$ cat src/shcp_pkg.sv
// Package for the serial host/client port: register map, fields, states, pin carriers
package shcp_pkg;

  // Register byte offsets
  localparam logic [7:0] CONTROL_A_REG_OFF   = 8'h00;
  localparam logic [7:0] CONTROL_B_REG_OFF   = 8'h04;
  localparam logic [7:0] IRQ_CONTROL_REG_OFF = 8'h08;
  localparam logic [7:0] IRQ_FLAG_REG_OFF    = 8'h0C;
  localparam logic [7:0] DATA_REG_OFF        = 8'h10;
  localparam logic [7:0] PIN_DIR_REG_OFF     = 8'h14;

  // Control A fields
  localparam int CA_ENABLE  = 0;
  localparam int CA_CLOCK_PRESCALER_L = 1;
  localparam int CA_CLOCK_PRESCALER_H = 2;
  localparam int CA_CLOCK_DOUBLE   = 4;
  localparam int CA_HOST    = 5;
  localparam int CA_BIT_ORDER_SELECT    = 6;
  // Control B fields
  localparam int CB_MODE_L  = 0;
  localparam int CB_MODE_H  = 1;
  localparam int CB_SSD     = 2;
  localparam int CB_BUFFER_WAIT_RECEIVE   = 6;
  localparam int CB_BUFFER_MODE_ENABLE   = 7;
  // Interrupt control / flag fields
  localparam int IC_IE      = 0;
  localparam int IC_TRANSFER_COMPLETE_IRQ_ENABLE   = 6;
  localparam int IF_DONE    = 7;
  localparam int IF_WRITE_COLLISION_FLAG   = 6;
  localparam int IF_TX_BUFFER_EMPTY_FLAG   = 5;
  localparam int IF_TRANSFER_COMPLETE_FLAG   = 6;
  localparam int IF_RECEIVE_COMPLETE_FLAG   = 7;
  // Pin direction fields (1 = output)
  localparam int PD_MOSI = 0;
  localparam int PD_MISO = 1;
  localparam int PD_SCK  = 2;
  localparam int PD_SEL  = 3;

  // Reset values
  localparam logic [7:0] CONTROL_A_RST = 8'h00;
  localparam logic [7:0] CONTROL_B_RST = 8'h00;
  localparam logic [7:0] IRQ_CTRL_RST  = 8'h00;
  localparam logic [7:0] PIN_DIR_RST   = 8'h00;

  // Index of the last bit in a transfer (eight bits per transfer)
  localparam logic [2:0] BIT_LAST = 3'h7;

  // Transfer engine states
  typedef enum logic [2:0] {
    SHCP_IDLE  = 3'b001,
    SHCP_HOST  = 3'b010,
    SHCP_CLNT  = 3'b100
  } shcp_state_e;

  // Pin outputs as a group: level and enable per data and clock line
  typedef struct packed {
    logic mosi_o;
    logic mosi_oe;
    logic miso_o;
    logic miso_oe;
    logic sck_o;
    logic sck_oe;
  } shcp_pins_s;

endpackage

$ cat src/shcp_port.sv
// Serial host/client port with AHB-Lite register slave
//
// Implementation choices: the placing of the registers and register access over AHB-Lite.
`timescale 1ns/1ps
module shcp_port
  import shcp_pkg::*;
(
  input  wire logic        clk,
  input  wire logic        resetn,
  // AHB-Lite slave
  input  wire logic        hsel,
  input  wire logic [7:0]  haddr,
  input  wire logic [1:0]  htrans,
  input  wire logic        hwrite,
  input  wire logic [2:0]  hsize,
  input  wire logic [31:0] hwdata,
  input  wire logic        hready,
  output logic      [31:0] hrdata,
  output logic             hreadyout,
  output logic             hresp,
  // Serial pins
  input  wire logic        mosi_i,
  input  wire logic        miso_i,
  input  wire logic        sck_i,
  input  wire logic        sel_n_i,
  output shcp_pins_s       pins,
  output logic             irq
);

  // Synchronisers for pin inputs
  logic [1:0] mosi_s_r;     // Host-out line
  logic [1:0] miso_s_r;     // Client-out line
  logic [1:0] sck_s_r;      // Serial clock
  logic [1:0] sel_s_r;      // Select (low active)
  logic       sck_d_r;      // Previous synced clock for edge find

  // Software registers
  logic [7:0] ctrl_a_r;     // control_a_reg
  logic [7:0] ctrl_b_r;     // control_b_reg
  logic [7:0] irq_ctl_r;    // irq_control_reg
  logic [3:0] pin_dir_r;    // Pin direction configuration

  // Engine state
  shcp_state_e state_r;     // Engine state
  logic [7:0] shift_r;      // Shift register
  logic [2:0] bit_cnt_r;    // Bit counter
  logic       half_r;       // Host: next tick is trailing edge
  logic [7:0] div_cnt_r;    // Host clock divider counter
  logic       sck_out_r;    // Host clock level
  logic       out_bit_r;    // Current data-out bit
  logic [7:0] txbuf_r;      // Transmit buffer
  logic       txbuf_full_r; // Transmit buffer holds a byte
  logic       dummy_r;      // Client: shifter holds dummy byte
  logic [7:0] rx0_r;        // Receive data / FIFO head
  logic [7:0] rx1_r;        // FIFO second entry
  logic [1:0] rx_cnt_r;     // FIFO fill count
  logic       done_r;       // Transfer done flag (normal mode)
  logic       write_collision_flag_r;      // write_collision_flag
  logic       receive_complete_flag_r;      // receive_complete_flag
  logic       transfer_complete_flag_r;      // transfer_complete_flag
  logic       dre_rise_r;   // Empty flag just set, stages receive flag
  logic       rx_rise_r;    // Receive flag just set, stages complete flag

  // AHB address phase capture
  logic       wr_ph_r;      // Write data phase pending
  logic [7:0] addr_r;       // Captured address

  // Named controls
  wire enable     = ctrl_a_r[CA_ENABLE];
  wire host       = ctrl_a_r[CA_HOST];
  wire lsb_first  = ctrl_a_r[CA_BIT_ORDER_SELECT];   // bit_order_select
  wire clock_double      = ctrl_a_r[CA_CLOCK_DOUBLE];  // clock_double
  wire [1:0] clock_prescaler = ctrl_a_r[CA_CLOCK_PRESCALER_H:CA_CLOCK_PRESCALER_L];
  wire buffer_mode_enable      = ctrl_b_r[CB_BUFFER_MODE_ENABLE];
  wire buffer_wait_receive      = ctrl_b_r[CB_BUFFER_WAIT_RECEIVE];
  wire select_pin_disable        = ctrl_b_r[CB_SSD];
  wire sel_n      = sel_s_r[1];
  wire sck_s      = sck_s_r[1];
  wire sin_bit    = host ? miso_s_r[1] : mosi_s_r[1];
  wire cpha       = ctrl_b_r[CB_MODE_L];
  wire cpol       = ctrl_b_r[CB_MODE_H];
  wire busy       = (state_r != SHCP_IDLE);

  // Bus decode
  wire bus_req = hsel && htrans[1] && hready;
  wire rd_req  = bus_req && !hwrite;
  wire wr_data = wr_ph_r;
  wire wr_ca   = wr_data && addr_r == CONTROL_A_REG_OFF;
  wire wr_cb   = wr_data && addr_r == CONTROL_B_REG_OFF;
  wire wr_ic   = wr_data && addr_r == IRQ_CONTROL_REG_OFF;
  wire wr_if   = wr_data && addr_r == IRQ_FLAG_REG_OFF;
  wire wr_dat  = wr_data && addr_r == DATA_REG_OFF;
  wire wr_pd   = wr_data && addr_r == PIN_DIR_REG_OFF;
  wire rd_dat  = rd_req && haddr == DATA_REG_OFF;
  wire [7:0] wbyte = hwdata[7:0];

  // Bit selection for shifting: first bit out and bit position in
  function automatic logic pick_out(input logic [7:0] d, input logic lsb);
    pick_out = lsb ? d[0] : d[7];
  endfunction
  function automatic logic [7:0] shift_in(input logic [7:0] d, input logic b,
                                          input logic lsb);
    shift_in = lsb ? {b, d[7:1]} : {d[6:0], b};
  endfunction

  // Host clock divider terminal count
  wire [7:0] div_full = 8'h02 << {clock_prescaler, 1'b0};
  // Half period of 2..128 cycles, halved by clock_double, never zero
  wire [7:0] div_half = clock_double ? (div_full >> 1) : div_full;
  wire       tick     = (div_cnt_r >= div_half - 8'h01);

  // Client edges from synced clock
  wire sck_rise  = sck_s && !sck_d_r;
  wire sck_fall  = !sck_s && sck_d_r;
  wire lead_edge = cpol ? sck_fall : sck_rise;
  wire trail_edge = cpol ? sck_rise : sck_fall;
  wire samp_edge  = cpha ? trail_edge : lead_edge;
  wire shft_edge  = cpha ? lead_edge : trail_edge;

  // Multi-host takeover
  wire takeover = enable && host && !select_pin_disable && !pin_dir_r[PD_SEL] && !sel_n;

  // Host transfer engine steps
  // Input bit taken on the trailing edge: the two-cycle synchroniser lag still shows
  // the bit that stood before it; a one-cycle half period is too short for that
  wire host_samp = state_r == SHCP_HOST && tick && half_r;
  wire host_last = state_r == SHCP_HOST && tick && half_r && bit_cnt_r == BIT_LAST;
  // Client transfer engine steps
  wire cl_act    = enable && !host && !sel_n;
  wire cl_samp   = cl_act && samp_edge;
  wire cl_last   = cl_samp && bit_cnt_r == BIT_LAST;
  wire xfer_end  = host_last || cl_last;
  // Received byte as it completes
  wire [7:0] rx_byte = shift_in(shift_r, sin_bit, lsb_first);

  // Data write routing
  wire host_start = wr_dat && enable && host && !busy && (!buffer_mode_enable || !txbuf_full_r);
  wire to_txbuf   = wr_dat && enable && buffer_mode_enable && !txbuf_full_r &&
                    !(host && !busy);
  wire collide    = wr_dat && enable && !buffer_mode_enable && busy;
  // Client normal, idle: write loads shifter directly
  wire cl_load    = wr_dat && enable && !host && !buffer_mode_enable && !busy;
  // Buffer into shifter: after transfer, or when deselected with wait-receive 1
  wire buf_move   = enable && buffer_mode_enable && txbuf_full_r &&
                    ((xfer_end && !(host_last && 1'b0)) ||
                     (!host && buffer_wait_receive && sel_n && !busy));
  wire tx_empty   = buffer_mode_enable && !busy && !txbuf_full_r && !to_txbuf;

  // Pin inputs pass two flip-flops
  always_ff @(posedge clk or negedge resetn) begin
    if (!resetn) begin
      mosi_s_r <= 2'b00;
      miso_s_r <= 2'b00;
      sck_s_r  <= 2'b00;
      sel_s_r  <= 2'b11;
      sck_d_r  <= 1'b0;
    end else begin
      mosi_s_r <= {mosi_s_r[0], mosi_i};
      miso_s_r <= {miso_s_r[0], miso_i};
      sck_s_r  <= {sck_s_r[0], sck_i};
      sel_s_r  <= {sel_s_r[0], sel_n_i};
      sck_d_r  <= sck_s_r[1];
    end
  end

  // AHB data-phase capture; slave is always ready, OKAY response
  always_ff @(posedge clk or negedge resetn) begin
    if (!resetn) begin
      wr_ph_r <= 1'b0;
      addr_r  <= 8'h00;
      hrdata  <= 32'h0000_0000;
    end else begin
      wr_ph_r <= bus_req && hwrite;
      addr_r  <= haddr;
      if (rd_req) begin
        case (haddr)
          CONTROL_A_REG_OFF:   hrdata <= {24'h000000, ctrl_a_r};
          CONTROL_B_REG_OFF:   hrdata <= {24'h000000, ctrl_b_r};
          IRQ_CONTROL_REG_OFF: hrdata <= {24'h000000, irq_ctl_r};
          IRQ_FLAG_REG_OFF:    hrdata <= buffer_mode_enable ?
              {24'h000000, receive_complete_flag_r, transfer_complete_flag_r, !txbuf_full_r, write_collision_flag_r, 4'h0} :
              {24'h000000, done_r, write_collision_flag_r, 6'h00};
          DATA_REG_OFF:        hrdata <= {24'h000000, rx0_r};
          PIN_DIR_REG_OFF:     hrdata <= {28'h0000000, pin_dir_r};
          default:             hrdata <= 32'h0000_0000;
        endcase
      end
    end
  end
  assign hreadyout = 1'b1;
  assign hresp     = 1'b0;

  // Control registers; takeover clears the host bit
  always_ff @(posedge clk or negedge resetn) begin
    if (!resetn) begin
      ctrl_a_r  <= CONTROL_A_RST;
      ctrl_b_r  <= CONTROL_B_RST;
      irq_ctl_r <= IRQ_CTRL_RST;
      pin_dir_r <= PIN_DIR_RST[3:0];
    end else begin
      if (wr_ca) ctrl_a_r <= wbyte;
      if (takeover) ctrl_a_r[CA_HOST] <= 1'b0;
      if (wr_cb) ctrl_b_r <= wbyte;
      if (wr_ic) irq_ctl_r <= wbyte;
      if (wr_pd) pin_dir_r <= wbyte[3:0];
    end
  end

  // Transfer engine: state, counters, shifter
  always_ff @(posedge clk or negedge resetn) begin
    if (!resetn) begin
      state_r   <= SHCP_IDLE;
      shift_r   <= 8'h00;
      bit_cnt_r <= 3'h0;
      half_r    <= 1'b0;
      div_cnt_r <= 8'h00;
      sck_out_r <= 1'b0;
      out_bit_r <= 1'b0;
      dummy_r   <= 1'b0;
    end else begin
      div_cnt_r <= (state_r == SHCP_HOST && !tick) ? div_cnt_r + 8'h01 : 8'h00;
      case (state_r)
        SHCP_IDLE: begin
          sck_out_r <= cpol;
          bit_cnt_r <= 3'h0;
          half_r    <= 1'b0;
          if (host_start || cl_load) begin
            shift_r   <= wbyte;
            out_bit_r <= pick_out(wbyte, lsb_first);
            dummy_r   <= 1'b0;
          end else if (buf_move) begin
            shift_r   <= txbuf_r;
            out_bit_r <= pick_out(txbuf_r, lsb_first);
          end
          if (host_start) state_r <= SHCP_HOST;
          else if (cl_act) begin
            state_r   <= SHCP_CLNT;
            out_bit_r <= pick_out(shift_r, lsb_first);
            dummy_r   <= buffer_mode_enable && !buffer_wait_receive && !txbuf_full_r;
          end
        end
        SHCP_HOST: begin
          if (takeover) state_r <= SHCP_IDLE;
          else if (tick) begin
            sck_out_r <= !sck_out_r;
            half_r    <= !half_r;
            if (host_samp) shift_r <= rx_byte;
            if (half_r != cpha) out_bit_r <= pick_out(half_r ? rx_byte : shift_r, lsb_first);
            if (half_r) begin
              bit_cnt_r <= bit_cnt_r + 3'h1;
              if (host_last) begin
                state_r <= buf_move ? SHCP_HOST : SHCP_IDLE;
                if (buf_move) begin
                  shift_r   <= txbuf_r;
                  out_bit_r <= pick_out(txbuf_r, lsb_first);
                end
                sck_out_r <= cpol;
              end
            end
          end
        end
        SHCP_CLNT: begin
          if (sel_n || host || !enable) begin
            state_r   <= SHCP_IDLE;
            bit_cnt_r <= 3'h0;
          end else if (cl_samp) begin
            shift_r   <= rx_byte;
            bit_cnt_r <= bit_cnt_r + 3'h1;
            if (cl_last && buf_move) begin
              shift_r <= txbuf_r;
              out_bit_r <= pick_out(txbuf_r, lsb_first);
            end
          end else if (shft_edge) begin
            out_bit_r <= pick_out(shift_r, lsb_first);
          end
        end
        default: state_r <= SHCP_IDLE;
      endcase
    end
  end

  // Transmit buffer: load while empty, release into shifter
  always_ff @(posedge clk or negedge resetn) begin
    if (!resetn) begin
      txbuf_r      <= 8'h00;
      txbuf_full_r <= 1'b0;
    end else if (!buffer_mode_enable) begin
      txbuf_full_r <= 1'b0;
    end else if (to_txbuf) begin
      txbuf_r      <= wbyte;
      txbuf_full_r <= 1'b1;
    end else if (buf_move) begin
      txbuf_full_r <= 1'b0;
    end
  end

  // Receive path: holding register or two-entry FIFO
  always_ff @(posedge clk or negedge resetn) begin
    if (!resetn) begin
      rx0_r    <= 8'h00;
      rx1_r    <= 8'h00;
      rx_cnt_r <= 2'h0;
    end else if (!buffer_mode_enable) begin
      rx_cnt_r <= 2'h0;
      if (xfer_end) rx0_r <= rx_byte;
    end else begin
      case ({xfer_end, rd_dat && rx_cnt_r != 2'h0})
        2'b10: begin
          if (rx_cnt_r == 2'h0) rx0_r <= rx_byte;
          else rx1_r <= rx_byte;                // Overwrites newest when full
          if (rx_cnt_r != 2'h2) rx_cnt_r <= rx_cnt_r + 2'h1;
        end
        2'b01: begin
          rx0_r    <= rx1_r;
          rx_cnt_r <= rx_cnt_r - 2'h1;
        end
        2'b11: begin
          if (rx_cnt_r == 2'h1) rx0_r <= rx_byte;
          else begin
            rx0_r <= rx1_r;
            rx1_r <= rx_byte;
          end
        end
        default: rx_cnt_r <= rx_cnt_r;
      endcase
    end
  end

  // Flags: hardware set beats software clear (write 1 to clear)
  always_ff @(posedge clk or negedge resetn) begin
    if (!resetn) begin
      done_r     <= 1'b0;
      write_collision_flag_r    <= 1'b0;
      receive_complete_flag_r    <= 1'b0;
      transfer_complete_flag_r    <= 1'b0;
      dre_rise_r <= 1'b0;
      rx_rise_r  <= 1'b0;
    end else begin
      dre_rise_r <= enable && buffer_mode_enable && xfer_end;
      rx_rise_r  <= dre_rise_r;
      done_r  <= (enable && !buffer_mode_enable && xfer_end) || takeover ||
                 (done_r && !(wr_if && wbyte[IF_DONE]));
      write_collision_flag_r <= collide || (write_collision_flag_r && !(wr_if && wbyte[IF_WRITE_COLLISION_FLAG]));
      receive_complete_flag_r <= dre_rise_r || (receive_complete_flag_r && !(rd_dat || (wr_if && wbyte[IF_RECEIVE_COMPLETE_FLAG])));
      transfer_complete_flag_r <= (rx_rise_r && tx_empty) ||
                 (transfer_complete_flag_r && !(wr_if && wbyte[IF_TRANSFER_COMPLETE_FLAG]));
    end
  end

  // Interrupt request from enabled flags
  assign irq = (!buffer_mode_enable && irq_ctl_r[IC_IE] && done_r) ||
               (buffer_mode_enable && irq_ctl_r[IC_TRANSFER_COMPLETE_IRQ_ENABLE] && transfer_complete_flag_r) ||
               (buffer_mode_enable && irq_ctl_r[IC_IE] && receive_complete_flag_r);

  // Pin drive: role inputs forced, port owns output levels
  assign pins.mosi_o  = out_bit_r;
  assign pins.mosi_oe = enable && host && pin_dir_r[PD_MOSI];
  assign pins.sck_o   = sck_out_r;
  assign pins.sck_oe  = enable && host && pin_dir_r[PD_SCK];
  assign pins.miso_o  = out_bit_r;
  assign pins.miso_oe = enable && !host && pin_dir_r[PD_MISO] && !sel_n;

endmodule

$ cat config.mk
export PLATFORM = sky130hd
export DESIGN_NAME = shcp_port
export DESIGN_NICKNAME = d
export VERILOG_FILES = /design/src/shcp_pkg.sv /design/src/shcp_port.sv
export SDC_FILE = /design/constraint.sdc
export NUM_CORES = 1
export LEC_CHECK = 0
export ABC_CLOCK_PERIOD_IN_PS = 9150
export BUFFER_PORTS_ARGS = -buffer_cell sky130_fd_sc_hd__buf_2
export CORE_MARGIN = 2
export CORE_UTILIZATION = 43
export CTS_CLUSTER_SIZE = 30
export DETAILED_ROUTE_END_ITERATION = 10
export GPL_ROUTABILITY_DRIVEN = 0
export GPL_TIMING_DRIVEN = 0
export PLACE_DENSITY = 0.61
export SLEW_MARGIN = 20
export SYNTH_ARGS = -nofsm -noshare
export SYNTH_HDL_FRONTEND = slang
export SYNTH_SLANG_ARGS = --single-unit
export TNS_END_PERCENT = 5
$ cat constraint.sdc
create_clock -name clk -period 9.15 [get_ports clk]
set_input_delay 2.2875 -clock clk [delete_from_list [all_inputs] [get_ports clk]]
set_output_delay 2.2875 -clock clk [all_outputs]
set_load 0.03 [all_outputs]
## After elaboration in Yosys (flattened, before gate mapping)

Cells that the tools add are included.

- Latch bits: 0
- Word-level logic and storage cells: 281
- Bits in writable memories: 0
- Flip-flop bits (word level): 136
- ROM bits: 0
- Memories: 0

- Div/mod/pow operators: 0
- Shifts and indexed selects: 1
- $lt $le $gt $ge: 1
- Reduce and logical (&&, ||, !) cells: 120
- Bitwise logic cells: 0
- Eq/ne operators: 42
- Add/sub/neg operators: 5
- Mux-type cells: 81
- $mul: 0

Operator list:

| operator | number |
|---|---|
| 2-to-1 mux 8 bit | 22 |
| logical AND 1 bit | 69 |
| case mux 8 bit (3 select lines) | 2 |
| case mux 8 bit (6 select lines) | 1 |
| 2-to-1 mux 3 bit | 12 |
| 2-to-1 mux 1 bit | 33 |
| equality test 8 x 4 -> 1 bit (second input constant) | 4 |
| equality test 8 x 5 -> 1 bit (second input constant) | 4 |
| != test 3 bit (second input constant) | 10 |
| logical NOT 1 bit | 19 |
| != test 2 bit (second input constant) | 9 |
| case mux 3 bit (3 select lines) | 2 |
| equality test 8 x 3 -> 1 bit (second input constant) | 2 |
| logical NOT 8 bit | 2 |
| case mux 8 bit (2 select lines) | 1 |
| logical OR 1 bit | 14 |
| AND reduction 6 bit | 2 |
| AND reduction 5 bit | 2 |
| nonzero test 2 bit | 5 |
| != test 3 x 1 -> 1 bit (second input constant) | 3 |
| adder 8 x 1 -> 8 bit (second input constant) | 1 |
| >= comparator 8 bit | 1 |
| left shift 2 x 3 -> 8 bit (first input constant) | 1 |
| subtractor 8 x 1 -> 8 bit (second input constant) | 1 |
| other kinds (20) | 28 |

## Depth between registers and ports, before layout

Gate-level depths: netlist (run 1).

- Depth in word-level cells: 16
- Gate-level depth with buffers: 17
- Gate-level depth less buffers: 15

## Worst setup path after synthesis (run 1)

Ideal clock, no wire load.

- Path kind: in2reg
- Start point: input port haddr[0]
- End point: register rx0_r[6]
- Slack: 5.033 ns
- Required time: 9.024 ns
- Setup time: 0.126 ns
- Data arrival time: 3.991 ns
- Cell stages on the path: 6
- Cells stage by stage: or4_4 > nor3_4 > nand3b_1 > nor2_4 > a21oi_2 > a221o_1

- Longest elaborated chain between the ends: 6
- Elaborated cells between the ends (all ways): 11
- Those cells by class: 6 x eq/ne; 2 x mux; 3 x reduce/logical

Ends and longest elaborated chain:

| element | RTL line | RTL |
|---|---|---|
| start, declared | shcp_port.sv:12 | `input wire logic [7:0] haddr,` |
| equality test 8 x 5 -> 1 bit (*) | shcp_port.sv:94 | `wire rd_dat = rd_req && haddr == DATA_REG_OFF;` |
| logical AND 1 bit (*) | shcp_port.sv:94 |  |
| logical AND 1 bit (*) | shcp_port.sv:307 | `case ({xfer_end, rd_dat && rx_cnt_r != 2'h0})` |
| equality test 2 bit or equality test 2 x 1 -> 1 bit (tied branches) | shcp_port.sv:307 |  |
| != test 4 x 1 -> 1 bit (no source line), or another cell as far along | -- |  |
| AND reduction 3 bit (no source line) or 2-to-1 mux 8 bit (tied branches) | -- |  |
| end signal, assigned | shcp_port.sv:305 | `if (xfer_end) rx0_r <= rx_byte;` |
| end signal, assigned | shcp_port.sv:309 | `if (rx_cnt_r == 2'h0) rx0_r <= rx_byte;` |
| end signal, assigned | shcp_port.sv:314 | `rx0_r <= rx1_r;` |
| end, declared | shcp_port.sv:54 | `logic [7:0] rx0_r;` |

Every way passes the cells marked *; elsewhere a longest branch is shown, timed or not.
A chain may end at the register's enable or synchronous reset.

## Final worst setup path (run 1)

- Start point: input port haddr[0]
- End point: register rx1_r[6]

- Longest elaborated chain between the ends: 6
- Elaborated cells between the ends (all ways): 10
- Those cells by class: 5 x eq/ne; 1 x mux; 4 x reduce/logical

Ends and longest elaborated chain:

| element | RTL line | RTL |
|---|---|---|
| equality test 8 x 5 -> 1 bit (*) | shcp_port.sv:94 |  |
| logical AND 1 bit (*) | shcp_port.sv:94 |  |
| logical AND 1 bit (*) | shcp_port.sv:307 |  |
| equality test 2 bit | shcp_port.sv:307 |  |
| != test 2 bit (no source line) or nonzero test 2 bit (tied branches) | -- |  |
| AND reduction 4 bit (no source line) | -- |  |
| end signal, assigned | shcp_port.sv:310 | `else rx1_r <= rx_byte;` |
| end signal, assigned | shcp_port.sv:321 | `rx1_r <= rx_byte;` |
| end, declared | shcp_port.sv:55 | `logic [7:0] rx1_r;` |

Marked as above.

==> run_results.csv, run 1 <==
group,metric,value,unit
run_status,status,"completed",
sta,max_slew_margin,36.1,%
drt,vias,4813,
placement,io_buffers,40,
clocking,cts_setup_buffers,0,
pwr,p_sw_share,28.5,%
sta,hold_ws,354,ps
placement,hpwlAfterDp,11.1,mm
synthesis,synth_top_family_by_area,"compound AO/OA/AOI/OAI gates",
synthesis,synth_top_area_cell,"dfrtp_1",
pwr,p_per_area,162,mW/mm^2
finish,final_cell_mix,"109 x dfrtp_1, 62 x nand2_1, 49 x mux2_2",
clocking,root_buffer,"clkbuf_16",
die,row_count,43,
sta,final.period_utilization,46.7,%
global_route,grt_max_degree,72,
pwr,power_frac_comb,16.5,%
global_route,overflow,0,
synthesis,synth-xor-area-share,1.43,%
finish,final_nets,743,
die,io_pins,95,
synthesis,yosysWarnings,0,
global_route,grt_pass1_vias,4634,
sta,hold_viol,0,
sta,fmax,234,MHz
pwr,peakVddDrop,0.0851,mV
global_route,grt_usage,20.5,%
die,die_area,0.0152,sq mm
pwr,p_leak,3.12,nW
synthesis,synthAdderAreaFrac,3.07,%
critical_path,cp.arrival,4520,ps
sta,layout_min_cycle_time,4270,ps
clocking,clock_path_buffers,2,
drt,viasPerCell,5.60,
sta,finalClockSkew,14.3,ps
critical_path,cp-end-kind,"flop",
pwr,pwr-share-clk,36.6,%
drt,routedWlPerCell,17.2,um
pwr,internal_power,0.809,mW
min_path,hold_path_class,"flop to flop",
drt,drc,0,
drt,dr.pass1.iters,5,
pwr,p_seq_share,46.9,%
synthesis,syn_inst,597,
synthesis,syn_area_per_cell,10.2,sq um
die,fp.coreArea,0.0139,sq mm
synthesis,synth_edf_count,0,
critical_path,cp-start-kind,"primary input",
global_route,antenna_found_initial,0,
finish,area_delta_synth_final,14.2,%
sta,setup_tns,0,ps
synthesis,synthSimpleGateAreaFrac,14.2,%
drt,wirelength,14.8,mm
finish,drive_above_1_share,24.9,%
synthesis,yosysSeqAreaShare,45.9,%
critical_path,crit_type,"primary input to flop",
clocking,cts_buffers,9,
global_route,grt_pass1_wl,23.9,mm
synthesis,synthMuxAreaShare,10.9,%
critical_path,cp.required,9400,ps
sta,worstMarginPinSlew,950,ps
finish,multiInputGateArea,0.00299,sq mm
clocking,ctsHtreeMaxLevel,3,
synthesis,synthTopCellsByArea,"dfrtp_1 45%, mux2_2 9.0%, nand2_1 3.8%",
finish,mostFrequentLayoutCell,"dfrtp_1",
synthesis,synth_cell_types,73,
pwr,power,1.13,mW
clocking,clk_latency,360,ps
synthesis,syn_area,0.00611,sq mm
finish,filler_cell_count,1288,
clocking,cts.clk_slew.worst_paths,80,ps
pwr,netSwitchingPower,0.322,mW
drt,final_antenna_net_count,0,
synthesis,async_reset_ff_share,100,%
job,cap_violations,0,
clocking,ctsHoldBuffers,0,
clocking,cts_tree,"done",
clocking,cts_sinks,112,
die,initial_core_util,44.0,%
synthesis,synth_top_area_share,44.7,%
critical_path,crit_path_max_fanout,9,
clocking,cts_resized,0,
sta,rsz0062_at_grt,"false",
synthesis,synth_seq_cells,112,
die,die_h,123,um
synthesis,synth_compound_area_share,17.6,%
finish,seqCellArea,0.00281,sq mm
die,die_x,123,um
finish,diodes,0,
drt,drtIter0Drc,444,
sta,drv_slew,0,
synthesis,synthFlopType,"dfrtp_1",
sta,setup_viol,0,
==> flip-flops by register name, indices dropped and copies added (netlist names), 2 cells and up <==
name       cells
state_r        3
ctrl_a_r       8
addr_r         8
mosi_s_r       2
sel_s_r        2
irq_ctl_r      8
div_cnt_r      8
rx_cnt_r       2
shift_r        8
txbuf_r        8
miso_s_r       2
bit_cnt_r      3
hrdata         8
sck_s_r        2
pin_dir_r      4
ctrl_b_r       8
rx1_r          8
rx0_r          8
==> stage by stage <==
stage	cell area, sq um	instances	worst slack [ps]	utilization (%)
2_1_floorplan	6200	622	5030	-
3_3_place_gp	6630	842	4520	47.7
3_5_place_dp	6660	843	4540	48.0
4_1_cts	6970	859	4920	50.2
5_1_grt	6970	859	4650	50.2
6_report	6970	859	4880	50.2
==> layout make-up <==
class / count / area share (%)
multi-input combinational: 435 / 42.8
clock inverter: 6 / 1.06
sequential: 112 / 40.2
clock buffer: 10 / 3.43
timing repair buffer: 41 / 3.35
tap: 180 / 3.23
buffer: 52 / 4.63
inverter: 23 / 1.24
==> power groups by stage <==
stage / Sequential [mW] / Clock, mW / Combinational (mW)
after global routing: 0.534 / 0.439 / 0.205
after CTS: 0.530 / 0.420 / 0.185
after global placement: 0.539 / 0 / 0.181
final: 0.531 / 0.414 / 0.186
after floorplan: 0.536 / 0 / 0.130
after detailed placement: 0.540 / 0 / 0.184
==> synth_stat cells (all sizes together) (6+ instances only) <==
library cell / number
inv: 23
ha: 15
nand3: 17
dfrtp: 109
a221o: 7
nand2: 62
nor2b: 8
a222oi: 8
clkbuf: 17
a22oi: 7
a22o: 9
mux2i: 7
xor2: 6
mux2: 49
a21oi: 21
and3: 10
o21a: 8
o22ai: 10
nor2: 49
buf: 35
o21ai: 45
==> layer usage <==
layer	track usage [%]	vias up	routed length, um
li1	-	2254	-
met1	28.4	2374	6680
met2	32.1	163	7050
met3	3.14	22	761
met4	8.66	0	325
met5	0	-	0
==> path summary, 6_finish.rpt <==
| check | start | to | slack (ps) | cells after the start |
|---|---|---|---|---|
| hold reg to reg | miso_s_r[0]$_DFF_PN0_ | miso_s_r[1]$_DFF_PN0_ | 350 | 0 |
| max in group asynchronous | resetn | hrdata[5]$_DFFE_PN0P_ | 6630 | 2 |
| setup / recovery | haddr[0] | rx1_r[6]$_DFFE_PN0P_ | 4880 | 6 |
| setup reg to reg | ctrl_a_r[1]$_DFFE_PN0P_ | shift_r[2]$_DFFE_PN0P_ | 5020 | 15 |
| hold / removal | miso_s_r[0]$_DFF_PN0_ | miso_s_r[1]$_DFF_PN0_ | 350 | 0 |
| min in group asynchronous | resetn | rx1_r[3]$_DFFE_PN0P_ | 1840 | 1 |
==> critical path, cell delays in order <==
cell,delay (ps)
buf_2,100
or4_4,570
nor3_4,310
nand3b_1,370
o2111ai_2,490
mux2_2,390
==> logic make-up after synthesis <==
kind of cell / count (synthesis)
AND/OR/NAND/NOR: 178
AO/OA/AOI/OAI: 147
flip-flops: 112
buffers and inverters: 75
multiplexers: 58
adder cells (fa/ha/maj): 15
XOR/XNOR: 10
other: 2
Power figures use the tool's default switching activity.
==> run 2, diff against run 1 <==
ABC_CLOCK_PERIOD_IN_PS = 3900   (was 9150)
PLACE_DENSITY = 0.64   (was 0.61)
clock period = 3.9 ns   (was 9.15 ns; I/O delays follow)
==> run 2 against run 1 <==
  * Sequential power up 130%
  * Clock power is 140% higher
  * First-iteration DRC count decreased by 12%
  * Worst hold slack got worse by 4.2 ps
  * Flip-flop and latch count unchanged
  * Power rose by 140%
  * Global-route usage is essentially flat
  * Clock skew fell by 4.6 ps
  * Sequential share of layout area shrank 0.56 points
  * Die area unchanged
  * Critical path type is now flop to flop
  * Combinational power up 140%
  * Design area grew 1.4%
==> run_results.csv, run 2 (same netlist as run 1, synthesis figures left out) <==
group,metric,value,unit
run_status,status,"completed",
critical_path,cp-end-kind,"flop",
sta,setup_slack,236,ps
finish,area_delta_synth_final,15.8,%
clocking,cts_sinks,112,
sta,finalClockSkew,9.64,ps
critical_path,crit_family,"compound AO/OA/AOI/OAI gates",
critical_path,cp_slowest_cell,"or3_1",
drt,drc,0,
global_route,grt_pass1_vias,4535,
die,die_x,123,um
sta,hold_ws,349,ps
sta,setup_tns,0,ps
die,initial_core_util,44.0,%
drt,drtIter0Drc,391,
clocking,root_buffer,"clkbuf_16",
job,cap_violations,0,
critical_path,crit_path_max_fanout,9,
drt,viasPerCell,5.55,
clocking,cts_buffers,9,
drt,wirelength,14.8,mm
die,die_h,123,um
critical_path,crit_type,"flop to flop",
drt,top_layer_used,"met4",
finish,filler_cell_count,1275,
clocking,clk_latency,360,ps
clocking,ctsHtreeMaxLevel,3,
finish,fin_area,0.00707,sq mm
global_route,grt_max_degree,60,
drt,final_antenna_net_count,0,
sta,worstMarginPinSlew,1030,ps
clocking,cts.clk_slew.worst_paths,70,ps
finish,final_nets,748,
sta,layout_min_cycle_time,3660,ps
pwr,p_per_area,378,mW/mm^2
drt,routedWlPerCell,17.1,um
placement,hpwlAfterDp,10.9,mm
critical_path,cp-start-kind,"flop",
critical_path,r2r_slack,240,ps
drt,wl_met1,6.65,mm
placement,placed_cell_area,0.00666,sq mm
sta,final.period_utilization,94.0,%
die,fp.coreArea,0.0139,sq mm
clocking,clock_path_buffers,2,
pwr,power,2.67,mW
placement,post-place-ws,-160,ps
finish,final_cells,863,
finish,diodes,0,
sta,rsz0062_at_grt,"false",
finish,seqCellArea,0.00281,sq mm
critical_path,cp_slowest_stage_delay,420,ps
finish,mostFrequentLayoutCell,"dfrtp_1",
drt,dr.pass1.iters,6,
drt,vias,4786,
global_route,antenna_found_initial,0,
critical_path,cp.arrival,3910,ps
critical_path,path_buf_inv,3,
global_route,grt_pass1_wl,23.6,mm
placement,place_inst,843,
finish,finish.utilization,51.0,%
die,row_count,43,
critical_path,cp.required,4140,ps
critical_path,crit_top_cell,"ha_1",
clocking,cts_tree,"done",
die,io_pins,95,
die,die_area,0.0152,sq mm
finish,final_cell_mix,"109 x dfrtp_1, 62 x nand2_1, 49 x mux2_2",
sta,hold_viol,0,
min_path,hold_path_class,"flop to flop",
finish,drive_above_1_share,25.8,%
placement,io_buffers,40,
sta,fmax,273,MHz
drt,wl_met3,832,um
critical_path,path_cells,"clkbuf_1 -> or3_1 -> ha_1 -> inv_1 -> nand2_1 -> o21ai_0 -> a21oi_1 -> ha_1 -> nand4_1 -> a21oi_2 -> nand3_2 -> a311oi_4 -> buf_4 -> mux2_2 -> a221o_1",
sta,max_slew_margin,31.4,%
drt,dr_wl_met2,6.88,mm
global_route,grt_usage,20.5,%
sta,drv_slew,0,
pwr,peakVddDrop,0.209,mV
finish,multiInputGateArea,0.00302,sq mm
global_route,overflow,0,
sta,setup_viol,0,
clocking,ctsHoldBuffers,0,
pwr,p_leak,3.16,nW
==> run 2: changes by cell type in the layout (fill, tap and decap cells not counted), sizes merged <==
cell and change:
clkbuf -1, buf +5, bufinv +1, inv -1
==> run 2: final timing paths <==
kind / endpoint / from / cells past startpoint
max in group asynchronous: ctrl_b_r[5]$_DFFE_PN0P_ / resetn / 2
min in group asynchronous: div_cnt_r[5]$_DFF_PN0_ / resetn / 1
min reg2reg: miso_s_r[1]$_DFF_PN0_ / miso_s_r[0]$_DFF_PN0_ / 0
max: rx0_r[0]$_DFFE_PN0P_ / ctrl_a_r[1]$_DFFE_PN0P_ / 15
min: miso_s_r[1]$_DFF_PN0_ / miso_s_r[0]$_DFF_PN0_ / 0
max reg2reg: rx0_r[0]$_DFFE_PN0P_ / ctrl_a_r[1]$_DFFE_PN0P_ / 15
==> run 2: area by class of cell <==
cell class / count / share of cell area, %
flip-flops and latches: 112 / 39.7
repair buffers: 46 / 4.19
inverters: 23 / 1.22
well taps: 180 / 3.18
multi-input cells: 435 / 42.7
clock buffers: 9 / 3.18
clock inverters: 6 / 1.29
plain buffers: 52 / 4.56
==> run 2: timing repair <==
item                                    in CTS  in global routing
setup buffers                                0                  5
endpoints found under the setup margin       8                 19
resized for setup                            1                  4
pin swaps                                    0                  4
==> run 2: per-layer routing <==
| metal | up-vias | global-route usage (%) |
|---|---|---|
| met2 | 172 | 31.8 |
| met3 | 25 | 2.81 |
| met4 | 0 | 9.94 |
| li1 | 2266 | - |
| met1 | 2323 | 28.5 |
| met5 | - | 0 |
==> run 2: power by group <==
| part | internal (mW) | switching, mW |
|---|---|---|
| clock network | 0.564 | 0.425 |
| registers | 1.21 | 0.0334 |
| logic | 0.162 | 0.279 |
| total | 1.94 | 0.737 |
